==> config.mk <==
export PLATFORM = sky130hd
export DESIGN_NAME = dcp_port
export DESIGN_NICKNAME = d
export VERILOG_FILES = /design/src/verilog/dcp_pkg.sv /design/src/verilog/dcp_buf_if.sv /design/src/verilog/dcp_buf_ctr.sv /design/src/verilog/dcp_port.sv
export SDC_FILE = /design/constraint.sdc
export NUM_CORES = 1
export LEC_CHECK = 0
export BUFFER_PORTS_ARGS = -buffer_cell sky130_fd_sc_hd__buf_2
export CORE_MARGIN = 2
export CORE_UTILIZATION = 40
export DETAILED_ROUTE_END_ITERATION = 8
export PLACE_DENSITY = 0.63
export SETUP_SLACK_MARGIN = 0.4
export SYNTH_ARGS = -nofsm -noshare
export SYNTH_HDL_FRONTEND = slang
export SYNTH_SLANG_ARGS = --single-unit
==> constraint.sdc <==
create_clock -name clk -period 2 [get_ports clk]
set_input_delay 0.3 -clock clk [delete_from_list [all_inputs] [get_ports clk]]
set_output_delay 0.3 -clock clk [all_outputs]
set_load 0.1 [all_outputs]
==> src/verilog/dcp_pkg.sv <==
// Shared constants and types for the disk controller processor port
package dcp_pkg;

   // Data path widths and buffer count
   localparam int DCP_DATA_W  = 32;
   localparam int DCP_UINST_W = 6;
   localparam int DCP_ADDR_W  = 9;
   localparam int DCP_BYTE_W  = 8;
   localparam int DCP_NUM_BUF = 2;

   // Last buffer address for the small-sector and large-sector drive types
   localparam logic [DCP_ADDR_W-1:0] DCP_SMALL_LAST = 9'h0ff;
   localparam logic [DCP_ADDR_W-1:0] DCP_LARGE_LAST = 9'h1ff;

   // Byte steps taken by one byte write and one longword write
   localparam logic [2:0] DCP_STEPS_BYTE = 3'h1;
   localparam logic [2:0] DCP_STEPS_WORD = 3'h4;

   // Values after reset
   localparam logic [DCP_DATA_W-1:0] DCP_CSR_RST = 32'h0000_0000;
   localparam logic [DCP_DATA_W-1:0] DCP_DAR_RST = 32'h0000_0000;

   // Buffer indices
   localparam int DCP_BUF_A = 0;
   localparam int DCP_BUF_B = 1;

   // Port microinstruction codes
   typedef enum logic [DCP_UINST_W-1:0] {
      DCP_UI_NOP       = 6'h00,
      DCP_UI_WRITE_CSR = 6'h01,
      DCP_UI_WRITE_DAR = 6'h02,
      DCP_UI_READ_CSR  = 6'h03,
      DCP_UI_READ_DAR  = 6'h04,
      DCP_UI_READ_POS  = 6'h05,
      DCP_UI_READ_PAT  = 6'h06,
      DCP_UI_SEL_BUF_A = 6'h07,
      DCP_UI_SEL_BUF_B = 6'h08,
      DCP_UI_CLR_CNTR  = 6'h09,
      DCP_UI_WR_BYTE   = 6'h0a,
      DCP_UI_WR_WORD   = 6'h0b,
      DCP_UI_INIT      = 6'h0c,
      DCP_UI_CLR_IRQ   = 6'h0d
   } dcp_uinst_t;

   // Armed read selection
   typedef enum logic [2:0] {
      DCP_RS_NONE = 3'b000,
      DCP_RS_CSR  = 3'b001,
      DCP_RS_DAR  = 3'b010,
      DCP_RS_POS  = 3'b011,
      DCP_RS_PAT  = 3'b100
   } dcp_rsel_t;

endpackage

==> src/verilog/dcp_buf_if.sv <==
// Control bundle between the port logic and one buffer address counter
`timescale 1ns/1ps
`default_nettype none
interface dcp_buf_if #(parameter int AW = 9);
   logic          host_sel;
   logic          host_clr;
   logic          host_step;
   logic          seq_sel;
   logic          seq_clr;
   logic          seq_inc;
   logic          seq_wr;
   logic          large_sector;
   logic [AW-1:0] addr;
   logic          wr_en;
   logic          at_last;

   modport ctr  (input host_sel, host_clr, host_step, seq_sel, seq_clr, seq_inc, seq_wr,
                 large_sector, output addr, wr_en, at_last);
   modport port (output host_sel, host_clr, host_step, seq_sel, seq_clr, seq_inc, seq_wr,
                 large_sector, input addr, wr_en, at_last);
endinterface
`default_nettype wire

==> src/verilog/dcp_buf_ctr.sv <==
// Address counter and write control of one sector buffer
`timescale 1ns/1ps
`default_nettype none
module dcp_buf_ctr
   import dcp_pkg::*;
(
   input wire logic clk,
   input wire logic arst_n,
   dcp_buf_if.ctr   b
);

   logic [DCP_ADDR_W-1:0] addr_r;
   logic                  clr;
   logic                  inc;

   // Either owner may clear or step, but only through its own select
   assign clr = (b.host_clr & b.host_sel) | (b.seq_clr & b.seq_sel);
   assign inc = (b.host_step & b.host_sel) | (b.seq_inc & b.seq_sel);

   // Clear has priority so a fresh sector always starts at zero
   always_ff @(posedge clk or negedge arst_n)
   begin
      if (!arst_n)
         addr_r <= '0;
      else if (clr)
         addr_r <= '0;
      else if (inc)
         addr_r <= addr_r + 9'h001;
   end

   assign b.addr    = addr_r;
   assign b.wr_en   = (b.host_step & b.host_sel) | (b.seq_wr & b.seq_sel);
   assign b.at_last = (addr_r == (b.large_sector ? DCP_LARGE_LAST : DCP_SMALL_LAST));

endmodule
`default_nettype wire

==> src/verilog/dcp_port.sv <==
// Processor port of the disk controller: decode, register load, read-back, buffer fill
`timescale 1ns/1ps
`default_nettype none
//
// Behaviour
// - Decoded control-register write pulses a strobe; register loads the bus word then.
// - Decoded disk-address write pulses a strobe; disk address register loads the word.
// - Read-type microinstructions are armed into a read select register during phase 2.
// - Read strobe is honoured only while accelerator select is low.
// - Armed control-register read drives its select and the read-out enable.
// - Armed disk-address read drives its select and the read-out enable.
// - Armed error position or pattern read drives that select and read-out enable.
// - Select-A sets the host buffer-A select; counter-clear pulses to both counters.
// - Buffer B has identical counter and control logic with its own select.
// - Each counter is driven by both host port and sequencer.
// - Port timing follows phase-2 and port clock pins; derived phase-2 clock output.
// - Microinstructions initialise controller and drive, and clear the level-5 request.
// - A longword write stores four bytes in consecutive buffer locations.
module dcp_port
   import dcp_pkg::*;
#(
   parameter int DW = DCP_DATA_W
)
(
   input  wire logic                                 clk,
   input  wire logic                                 arst_n,
   input  wire logic                                 proc_phase2,
   input  wire logic                                 port_clock,
   input  wire logic                                 port_instruction_strobe,
   input  wire logic [DCP_UINST_W-1:0]               port_uinst,
   input  wire logic                                 read_port_n,
   input  wire logic                                 accelerator_select,
   input  wire logic [DW-1:0]                        y_bus_in,
   output var  logic [DW-1:0]                        y_bus_out,
   output var  logic                                 y_bus_oe,
   input  wire logic [DW-1:0]                        ecc_position,
   input  wire logic [DW-1:0]                        ecc_pattern,
   input  wire logic                                 large_sector,
   input  wire logic [DCP_NUM_BUF-1:0]               seq_sel,
   input  wire logic                                 seq_clr,
   input  wire logic                                 seq_inc,
   input  wire logic                                 seq_write,
   input  wire logic [DCP_BYTE_W-1:0]                seq_wdata,
   input  wire logic                                 irq_event,
   output var  logic                                 derived_phase2_clock_n,
   output var  logic                                 ctrl_reg_write_strobe,
   output var  logic                                 disk_addr_write_strobe,
   output var  logic [DW-1:0]                        ctrl_reg_q,
   output var  logic [DW-1:0]                        disk_address_reg,
   output var  logic                                 ctrl_reg_read_select,
   output var  logic                                 disk_addr_read_select,
   output var  logic                                 ecc_pos_read_select,
   output var  logic                                 ecc_pat_read_select,
   output var  logic                                 readout_enable,
   output var  logic [DCP_NUM_BUF-1:0]               host_buf_sel,
   output var  logic                                 host_counter_clear,
   output var  logic [DCP_NUM_BUF-1:0][DCP_ADDR_W-1:0] buf_addr,
   output var  logic [DCP_NUM_BUF-1:0]               buf_write,
   output var  logic [DCP_NUM_BUF-1:0][DCP_BYTE_W-1:0] buf_wdata,
   output var  logic [DCP_NUM_BUF-1:0]               buf_at_last,
   output var  logic                                 ctrl_init,
   output var  logic                                 drive_init,
   output var  logic                                 bus_request_level5
);

   localparam int PW = DW + DCP_UINST_W + 5;

   // Pin synchroniser stages; only the second stage is read by logic
   logic [PW-1:0]          pin_s1_r;
   logic [PW-1:0]          pin_s2_r;
   logic                   ph2_d_r;
   logic                   pclk_d_r;
   logic                   ph2_s;
   logic                   pclk_s;
   logic                   instr_s;
   logic                   rd_n_s;
   logic                   acc_s;
   logic [DCP_UINST_W-1:0] uinst_s;
   logic [DW-1:0]          ybus_s;
   dcp_uinst_t             uinst;
   logic                   wr_evt;
   logic                   rd_evt;
   logic                   rd_q;
   dcp_rsel_t              rsel_r;
   logic [2:0]             step_r;
   logic [1:0]             lane_r;
   logic [DW-1:0]          word_r;
   logic                   host_step;
   logic [DCP_BYTE_W-1:0]  host_byte;

   // Every processor port pin crosses into clk through two flops; the Y bus is held
   // steady by the processor for the whole microcycle, so per-bit skew settles
   always_ff @(posedge clk or negedge arst_n)
   begin
      if (!arst_n)
      begin
         pin_s1_r <= '0;
         pin_s2_r <= '0;
      end
      else
      begin
         pin_s1_r <= {proc_phase2, port_clock, port_instruction_strobe, read_port_n,
                      accelerator_select, port_uinst, y_bus_in};
         pin_s2_r <= pin_s1_r;
      end
   end

   assign {ph2_s, pclk_s, instr_s, rd_n_s, acc_s, uinst_s, ybus_s} = pin_s2_r;
   assign uinst = dcp_uinst_t'(uinst_s);

   // Edge history for the two processor timing pins
   always_ff @(posedge clk or negedge arst_n)
   begin
      if (!arst_n)
      begin
         ph2_d_r  <= 1'b0;
         pclk_d_r <= 1'b0;
      end
      else
      begin
         ph2_d_r  <= ph2_s;
         pclk_d_r <= pclk_s;
      end
   end

   // Write-type work is taken on the port clock rise, read arming on phase 2
   assign wr_evt = pclk_s & ~pclk_d_r & instr_s;
   assign rd_evt = ph2_s & ~ph2_d_r & instr_s;

   // Derived phase-2 clock, low while phase 2 is active
   always_ff @(posedge clk or negedge arst_n)
   begin
      if (!arst_n)
         derived_phase2_clock_n <= 1'b1;
      else
         derived_phase2_clock_n <= ~ph2_s;
   end

   // Register write strobes and the registers they load, on the same edge
   always_ff @(posedge clk or negedge arst_n)
   begin
      if (!arst_n)
      begin
         ctrl_reg_write_strobe  <= 1'b0;
         disk_addr_write_strobe <= 1'b0;
         ctrl_reg_q             <= DCP_CSR_RST;
         disk_address_reg       <= DCP_DAR_RST;
      end
      else
      begin
         ctrl_reg_write_strobe  <= wr_evt && (uinst == DCP_UI_WRITE_CSR);
         disk_addr_write_strobe <= wr_evt && (uinst == DCP_UI_WRITE_DAR);
         if (wr_evt && (uinst == DCP_UI_WRITE_CSR))
            ctrl_reg_q <= ybus_s;
         if (wr_evt && (uinst == DCP_UI_WRITE_DAR))
            disk_address_reg <= ybus_s;
      end
   end

   // Read select register: stays armed so repeated strobes reread the same source
   always_ff @(posedge clk or negedge arst_n)
   begin
      if (!arst_n)
         rsel_r <= DCP_RS_NONE;
      else if (rd_evt)
      begin
         case (uinst)
            DCP_UI_READ_CSR: rsel_r <= DCP_RS_CSR;
            DCP_UI_READ_DAR: rsel_r <= DCP_RS_DAR;
            DCP_UI_READ_POS: rsel_r <= DCP_RS_POS;
            DCP_UI_READ_PAT: rsel_r <= DCP_RS_PAT;
            default:         rsel_r <= rsel_r;
         endcase
      end
   end

   // A strobe counts only when it is ours: read strobe low and accelerator select low
   assign rd_q = ~rd_n_s & ~acc_s;

   // Read-back selects, read-out enable and Y bus drive
   always_ff @(posedge clk or negedge arst_n)
   begin
      if (!arst_n)
      begin
         ctrl_reg_read_select  <= 1'b0;
         disk_addr_read_select <= 1'b0;
         ecc_pos_read_select   <= 1'b0;
         ecc_pat_read_select   <= 1'b0;
         readout_enable        <= 1'b0;
         y_bus_oe              <= 1'b0;
         y_bus_out             <= '0;
      end
      else
      begin
         ctrl_reg_read_select  <= rd_q && (rsel_r == DCP_RS_CSR);
         disk_addr_read_select <= rd_q && (rsel_r == DCP_RS_DAR);
         ecc_pos_read_select   <= rd_q && (rsel_r == DCP_RS_POS);
         ecc_pat_read_select   <= rd_q && (rsel_r == DCP_RS_PAT);
         readout_enable        <= rd_q && (rsel_r != DCP_RS_NONE);
         y_bus_oe              <= rd_q && (rsel_r != DCP_RS_NONE);
         case (rsel_r)
            DCP_RS_CSR: y_bus_out <= ctrl_reg_q;
            DCP_RS_DAR: y_bus_out <= disk_address_reg;
            DCP_RS_POS: y_bus_out <= ecc_position;
            DCP_RS_PAT: y_bus_out <= ecc_pattern;
            default:    y_bus_out <= '0;
         endcase
      end
   end

   // Host buffer select is exclusive; counter clear is a one-cycle pulse
   always_ff @(posedge clk or negedge arst_n)
   begin
      if (!arst_n)
      begin
         host_buf_sel       <= '0;
         host_counter_clear <= 1'b0;
      end
      else
      begin
         host_counter_clear <= wr_evt && (uinst == DCP_UI_CLR_CNTR);
         if (wr_evt && (uinst == DCP_UI_SEL_BUF_A))
            host_buf_sel <= 2'b01;
         else if (wr_evt && (uinst == DCP_UI_SEL_BUF_B))
            host_buf_sel <= 2'b10;
      end
   end

   // Byte stepper: one byte per clk, lane 0 first; a microcycle spans far more
   // clks than four, so a new write never lands on a busy stepper in practice
   always_ff @(posedge clk or negedge arst_n)
   begin
      if (!arst_n)
      begin
         step_r <= 3'h0;
         lane_r <= 2'h0;
         word_r <= '0;
      end
      else if (wr_evt && (uinst == DCP_UI_WR_BYTE))
      begin
         step_r <= DCP_STEPS_BYTE;
         lane_r <= 2'h0;
         word_r <= ybus_s;
      end
      else if (wr_evt && (uinst == DCP_UI_WR_WORD))
      begin
         step_r <= DCP_STEPS_WORD;
         lane_r <= 2'h0;
         word_r <= ybus_s;
      end
      else if (step_r != 3'h0)
      begin
         step_r <= step_r - 3'h1;
         lane_r <= lane_r + 2'h1;
      end
   end

   assign host_step = (step_r != 3'h0);
   assign host_byte = word_r[lane_r*DCP_BYTE_W +: DCP_BYTE_W];

   // One counter per buffer, each under host and sequencer control
   generate
      for (genvar i = 0; i < DCP_NUM_BUF; i++)
      begin : g_buf
         dcp_buf_if #(.AW(DCP_ADDR_W)) bus ();

         assign bus.host_sel     = host_buf_sel[i];
         assign bus.host_clr     = host_counter_clear;
         assign bus.host_step    = host_step;
         assign bus.seq_sel      = seq_sel[i];
         assign bus.seq_clr      = seq_clr;
         assign bus.seq_inc      = seq_inc;
         assign bus.seq_wr       = seq_write;
         assign bus.large_sector = large_sector;

         dcp_buf_ctr u_ctr (
            .clk    (clk),
            .arst_n (arst_n),
            .b      (bus.ctr)
         );

         // Address, strobe and data leave together from one set of flops
         always_ff @(posedge clk or negedge arst_n)
         begin
            if (!arst_n)
            begin
               buf_addr[i]    <= '0;
               buf_write[i]   <= 1'b0;
               buf_wdata[i]   <= '0;
               buf_at_last[i] <= 1'b0;
            end
            else
            begin
               buf_addr[i]    <= bus.addr;
               buf_write[i]   <= bus.wr_en;
               buf_wdata[i]   <= (host_step && host_buf_sel[i]) ? host_byte : seq_wdata;
               buf_at_last[i] <= bus.at_last;
            end
         end
      end
   endgenerate

   // Initialisation pulses and the level-5 request; a new event beats a clear
   always_ff @(posedge clk or negedge arst_n)
   begin
      if (!arst_n)
      begin
         ctrl_init          <= 1'b0;
         drive_init         <= 1'b0;
         bus_request_level5 <= 1'b0;
      end
      else
      begin
         ctrl_init  <= wr_evt && (uinst == DCP_UI_INIT);
         drive_init <= wr_evt && (uinst == DCP_UI_INIT);
         if (irq_event)
            bus_request_level5 <= 1'b1;
         else if (wr_evt && (uinst == DCP_UI_CLR_IRQ))
            bus_request_level5 <= 1'b0;
      end
   end

endmodule
`default_nettype wire

==> results.toml <==
[run_status]
status = "finished, final reports clean"

[sta]
fin_setup_tns_ps = 0
finalClockSkew_ps = 26.06
timing.final.max_slew_violations = 0
finalCriticalPeriod_ps = 1763
slew_headroom = 0.5796
rsz0062_at_grt = "yes"
report.final.setup_viol = 0
worst_pin_slew_ps = 629.1
fmax_mhz = 567.2
whs_ps = 113.5
post-route-period-util = 0.8815
hold_violations = 0

[logic_synthesis]
muxShareOfSynthArea = 0.1593
synth-seq-area-share = 0.6656
synth_area_um2 = 11020
synth-simple-area-share = 0.06825
synth_top_family_by_area = "multiplexers"
syn_area_per_cell_um2 = 14.22
syn_inst = 775
synth_top_area_frac = 0.6632
syn_nets = 903
synth_compound_area_frac = 0.05712
ys.flop_type = "dfrtp_1"
yosys_warnings = 0
synth-adder-area-share = 0.004542
synth-edff-count = 0
synthTopCellsByArea = "dfrtp_1, mux2_1, mux2_4"
synth_seq_cells = 293
synthArstFlopShare = 1.000
synthXorXnorAreaFrac = 0.01749
ys_types = 49
synth_area_leader_cell = "dfrtp_1"

[job]
maxCapViolCount = 0

[pwr]
p_total_mw = 17.80
ir_drop_uv = 576.8
powerDensity_nw_per_um2 = 1098
p_leak_nw = 8.011

[hold_path]
hold_start = "large_sector"
hp-class = "primary input to flip-flop"
hold_depth = 3
hold_path_end = "buf_at_last[1]$_DFF_PN0_"

[cts]
clock-sinks = 293
cts_root_buf = "clkbuf_16"
h-tree-depth = 1
clk_pin_slew_worst_paths_ps = 60
cts_buffer_depth = 3
cts_tree = "done"
clk_latency_ps = 570
cts_made_buffers = 30

[die]
die_h_um = 170.0
start_util = 0.4077
rows = 60
die_x_um = 170.0
die-area_um2 = 28890
io_pins = 273
core_um2 = 27030

[layout]
area_growth_syn_to_layout_pct = 47.13
seqCellArea_um2 = 7343
nFillCells = 2070
top_regs = "pin_s1_r (43), pin_s2_r (43)"
multi_input_area_um2 = 3744
final_nets = 1307
drive_gt1_frac = 0.4464
final_cells = 1545

[detailed_routing]
wl_per_cell_um = 18.71
dr.pass1.iters = 4
drt_wl_total_mm = 28.90
num_vias = 7609
drt_iter0_drc = 400
drc = 0
ant_nets = 0
viasPerCell = 4.925

[global_routing]
grtUsageTotal = 0.1970
grt_first_pass_wirelength_mm = 44.00
grt.overflow.total = 0
antenna_found_initial = 1
grt_pass1_vias = 7888
grt_start_max_net_pins = 69

[critical_path]
r2r_start = "pclk_d_r$_DFF_PN0_"
cp_max_fo = 8
worstPathRequired_ps = 2440
reg2regPathDepth = 5
cp_slowest_stage_delay_ps = 470
rrSetupSlack_ps = 240
start_kind = "flip-flop"
endpoint_kind = "flip-flop"
cp_cell_sequence = "and3b_2 > nand2_2 > or3_4 > buf_12 > mux2_1"
rr_endpoint = "disk_address_reg[0]$_DFFE_PN0P_"
critPathSlowestCell = "or3_4"
arrival_ps = 2200
crit_type = "flip-flop to flip-flop"

[placement]
io_buffer_count = 272
place_inst = 1371
globalplace.congestion = 0.7773
place_hpwl_mm = 17.84
==> synthesized netlist by cell type (3+ instances only) <==
cell       number
o21ai_0        38
buf_2           7
xnor2_1        19
a21oi_1         9
mux2_2         33
mux2_1         66
nor3_1          3
nand2_1       103
nand2b_1        8
buf_1           6
nor2b_1         6
nand3_1         8
buf_6           4
clkbuf_1       23
buf_12          3
nor4_1          3
dfrtp_1       292
mux4_2          8
ha_1            4
a22oi_1        32
buf_4           4
xor2_1          3
a22o_1          3
inv_1           6
mux2_4         30
nor2_1         20
a2111oi_0       3
a211oi_1        6
==> cells in the final DEF, fill, tap and decap left out, types with 4 or more instances in the layout <==
cell type / Yosys / routed
clkinvlp_4: 0 / 4
mux2_2: 33 / 33
buf_8: 0 / 6
buf_12: 3 / 11
inv_1: 6 / 6
clkbuf_16: 0 / 33
buf_6: 4 / 56
nand2_1: 103 / 95
nor2_1: 20 / 18
buf_4: 4 / 122
a211oi_2: 0 / 5
xnor2_1: 19 / 18
mux2_1: 66 / 34
o21ai_0: 38 / 38
bufinv_16: 0 / 4
nand3_1: 8 / 6
dfrtp_2: 0 / 8
clkbuf_4: 0 / 6
nor2b_1: 6 / 4
mux2_4: 30 / 62
a21oi_1: 9 / 6
nand2_2: 0 / 7
dfrtp_1: 292 / 284
dlygate4sd3_1: 0 / 88
a22oi_1: 32 / 32
buf_16: 0 / 5
mux4_2: 8 / 8
clkinv_2: 0 / 6
buf_2: 7 / 122
nand2b_1: 8 / 5
clkbuf_8: 0 / 4
==> power by group <==
part | switching [mW] | total (mW) | leakage (nW) | internal (mW)
Sequential | 0.427 | 6.93 | 3.78 | 6.51
Clock | 2.37 | 5.82 | 0.511 | 3.45
Combinational | 3.42 | 5.05 | 3.72 | 1.63
Total | 6.21 | 17.8 | 8.01 | 11.6
==> through the flow <==
step / area (um^2) / worst slack [ps] / util
2_1_floorplan: 11290 / 216.0 / -
3_3_place_gp: 13110 / 110.6 / 0.4851
3_5_place_dp: 13110 / 90.30 / 0.4851
4_1_cts: 15860 / 226.5 / 0.5869
5_1_grt: 16210 / 176.0 / 0.5998
6_report: 16210 / 237.0 / 0.5998
==> repair_timing <==
item / 4_1_cts / 5_1_grt
hold endpoints to repair: 260 / 0
gates cloned: 5 / 3
buffers inserted: 14 / 7
setup endpoints to repair: 263 / 156
pin swaps: 10 / 16
hold buffers: 88 / 0
gates resized for setup: 199 / 59
==> how the worst max path moves through the flow <==
| stage | startpoint | slack, ps | depth (start not counted) | endpoint |
|---|---|---|---|---|
| after floorplan | pin_s2_r[36]$_DFF_PN0_ | 220 | 6 | disk_address_reg[10]$_DFFE_PN0P_ |
| after global placement | pin_s2_r[36]$_DFF_PN0_ | 110 | 5 | disk_address_reg[0]$_DFFE_PN0P_ |
| after detailed placement | pin_s2_r[36]$_DFF_PN0_ | 90 | 5 | disk_address_reg[31]$_DFFE_PN0P_ |
| after CTS | pin_s2_r[37]$_DFF_PN0_ | 230 | 5 | disk_address_reg[0]$_DFFE_PN0P_ |
| after global routing | pin_s2_r[37]$_DFF_PN0_ | 180 | 5 | disk_address_reg[29]$_DFFE_PN0P_ |
| final | pclk_d_r$_DFF_PN0_ | 240 | 5 | disk_address_reg[0]$_DFFE_PN0P_ |
==> final cells by class <==
class,count,area share
antenna,1,0.0001544
clock buffer,37,0.05040
clock inverter,19,0.01513
inverter,7,0.001621
multi-input combinational,428,0.2309
sequential,293,0.4530
tap,341,0.02632
timing repair buffer,419,0.2224
==> layer usage <==
| metal | wire length, um | up-vias | track usage | part of all wire |
|---|---|---|---|---|
| met3 | 1348 | 55 | 0.03023 | 0.047 |
| met5 | 0 | - | 0 | 0 |
| met4 | 642 | 0 | 0.05648 | 0.022 |
| met2 | 14220 | 231 | 0.3269 | 0.49 |
| li1 | - | 3500 | - | - |
| met1 | 12690 | 3823 | 0.2708 | 0.44 |
==> kinds of logic after synthesis <==
group | count (synthesis)
muxes | 138
and+or+nand+nor | 166
AOI/OAI and AO/OA | 98
buffers and inverters | 54
xor gates and xnor gates | 22
adders and majority gates | 4
DFF | 293
==> worst max-delay path: cells and delay by family, from the launching register on <==
kind,cells,cell delay [ps]
buffers and inverters,1,190
flip-flops,1,370
multiplexers,1,300
AND/OR/NAND/NOR,3,790
Power figures use the tool's default switching activity.
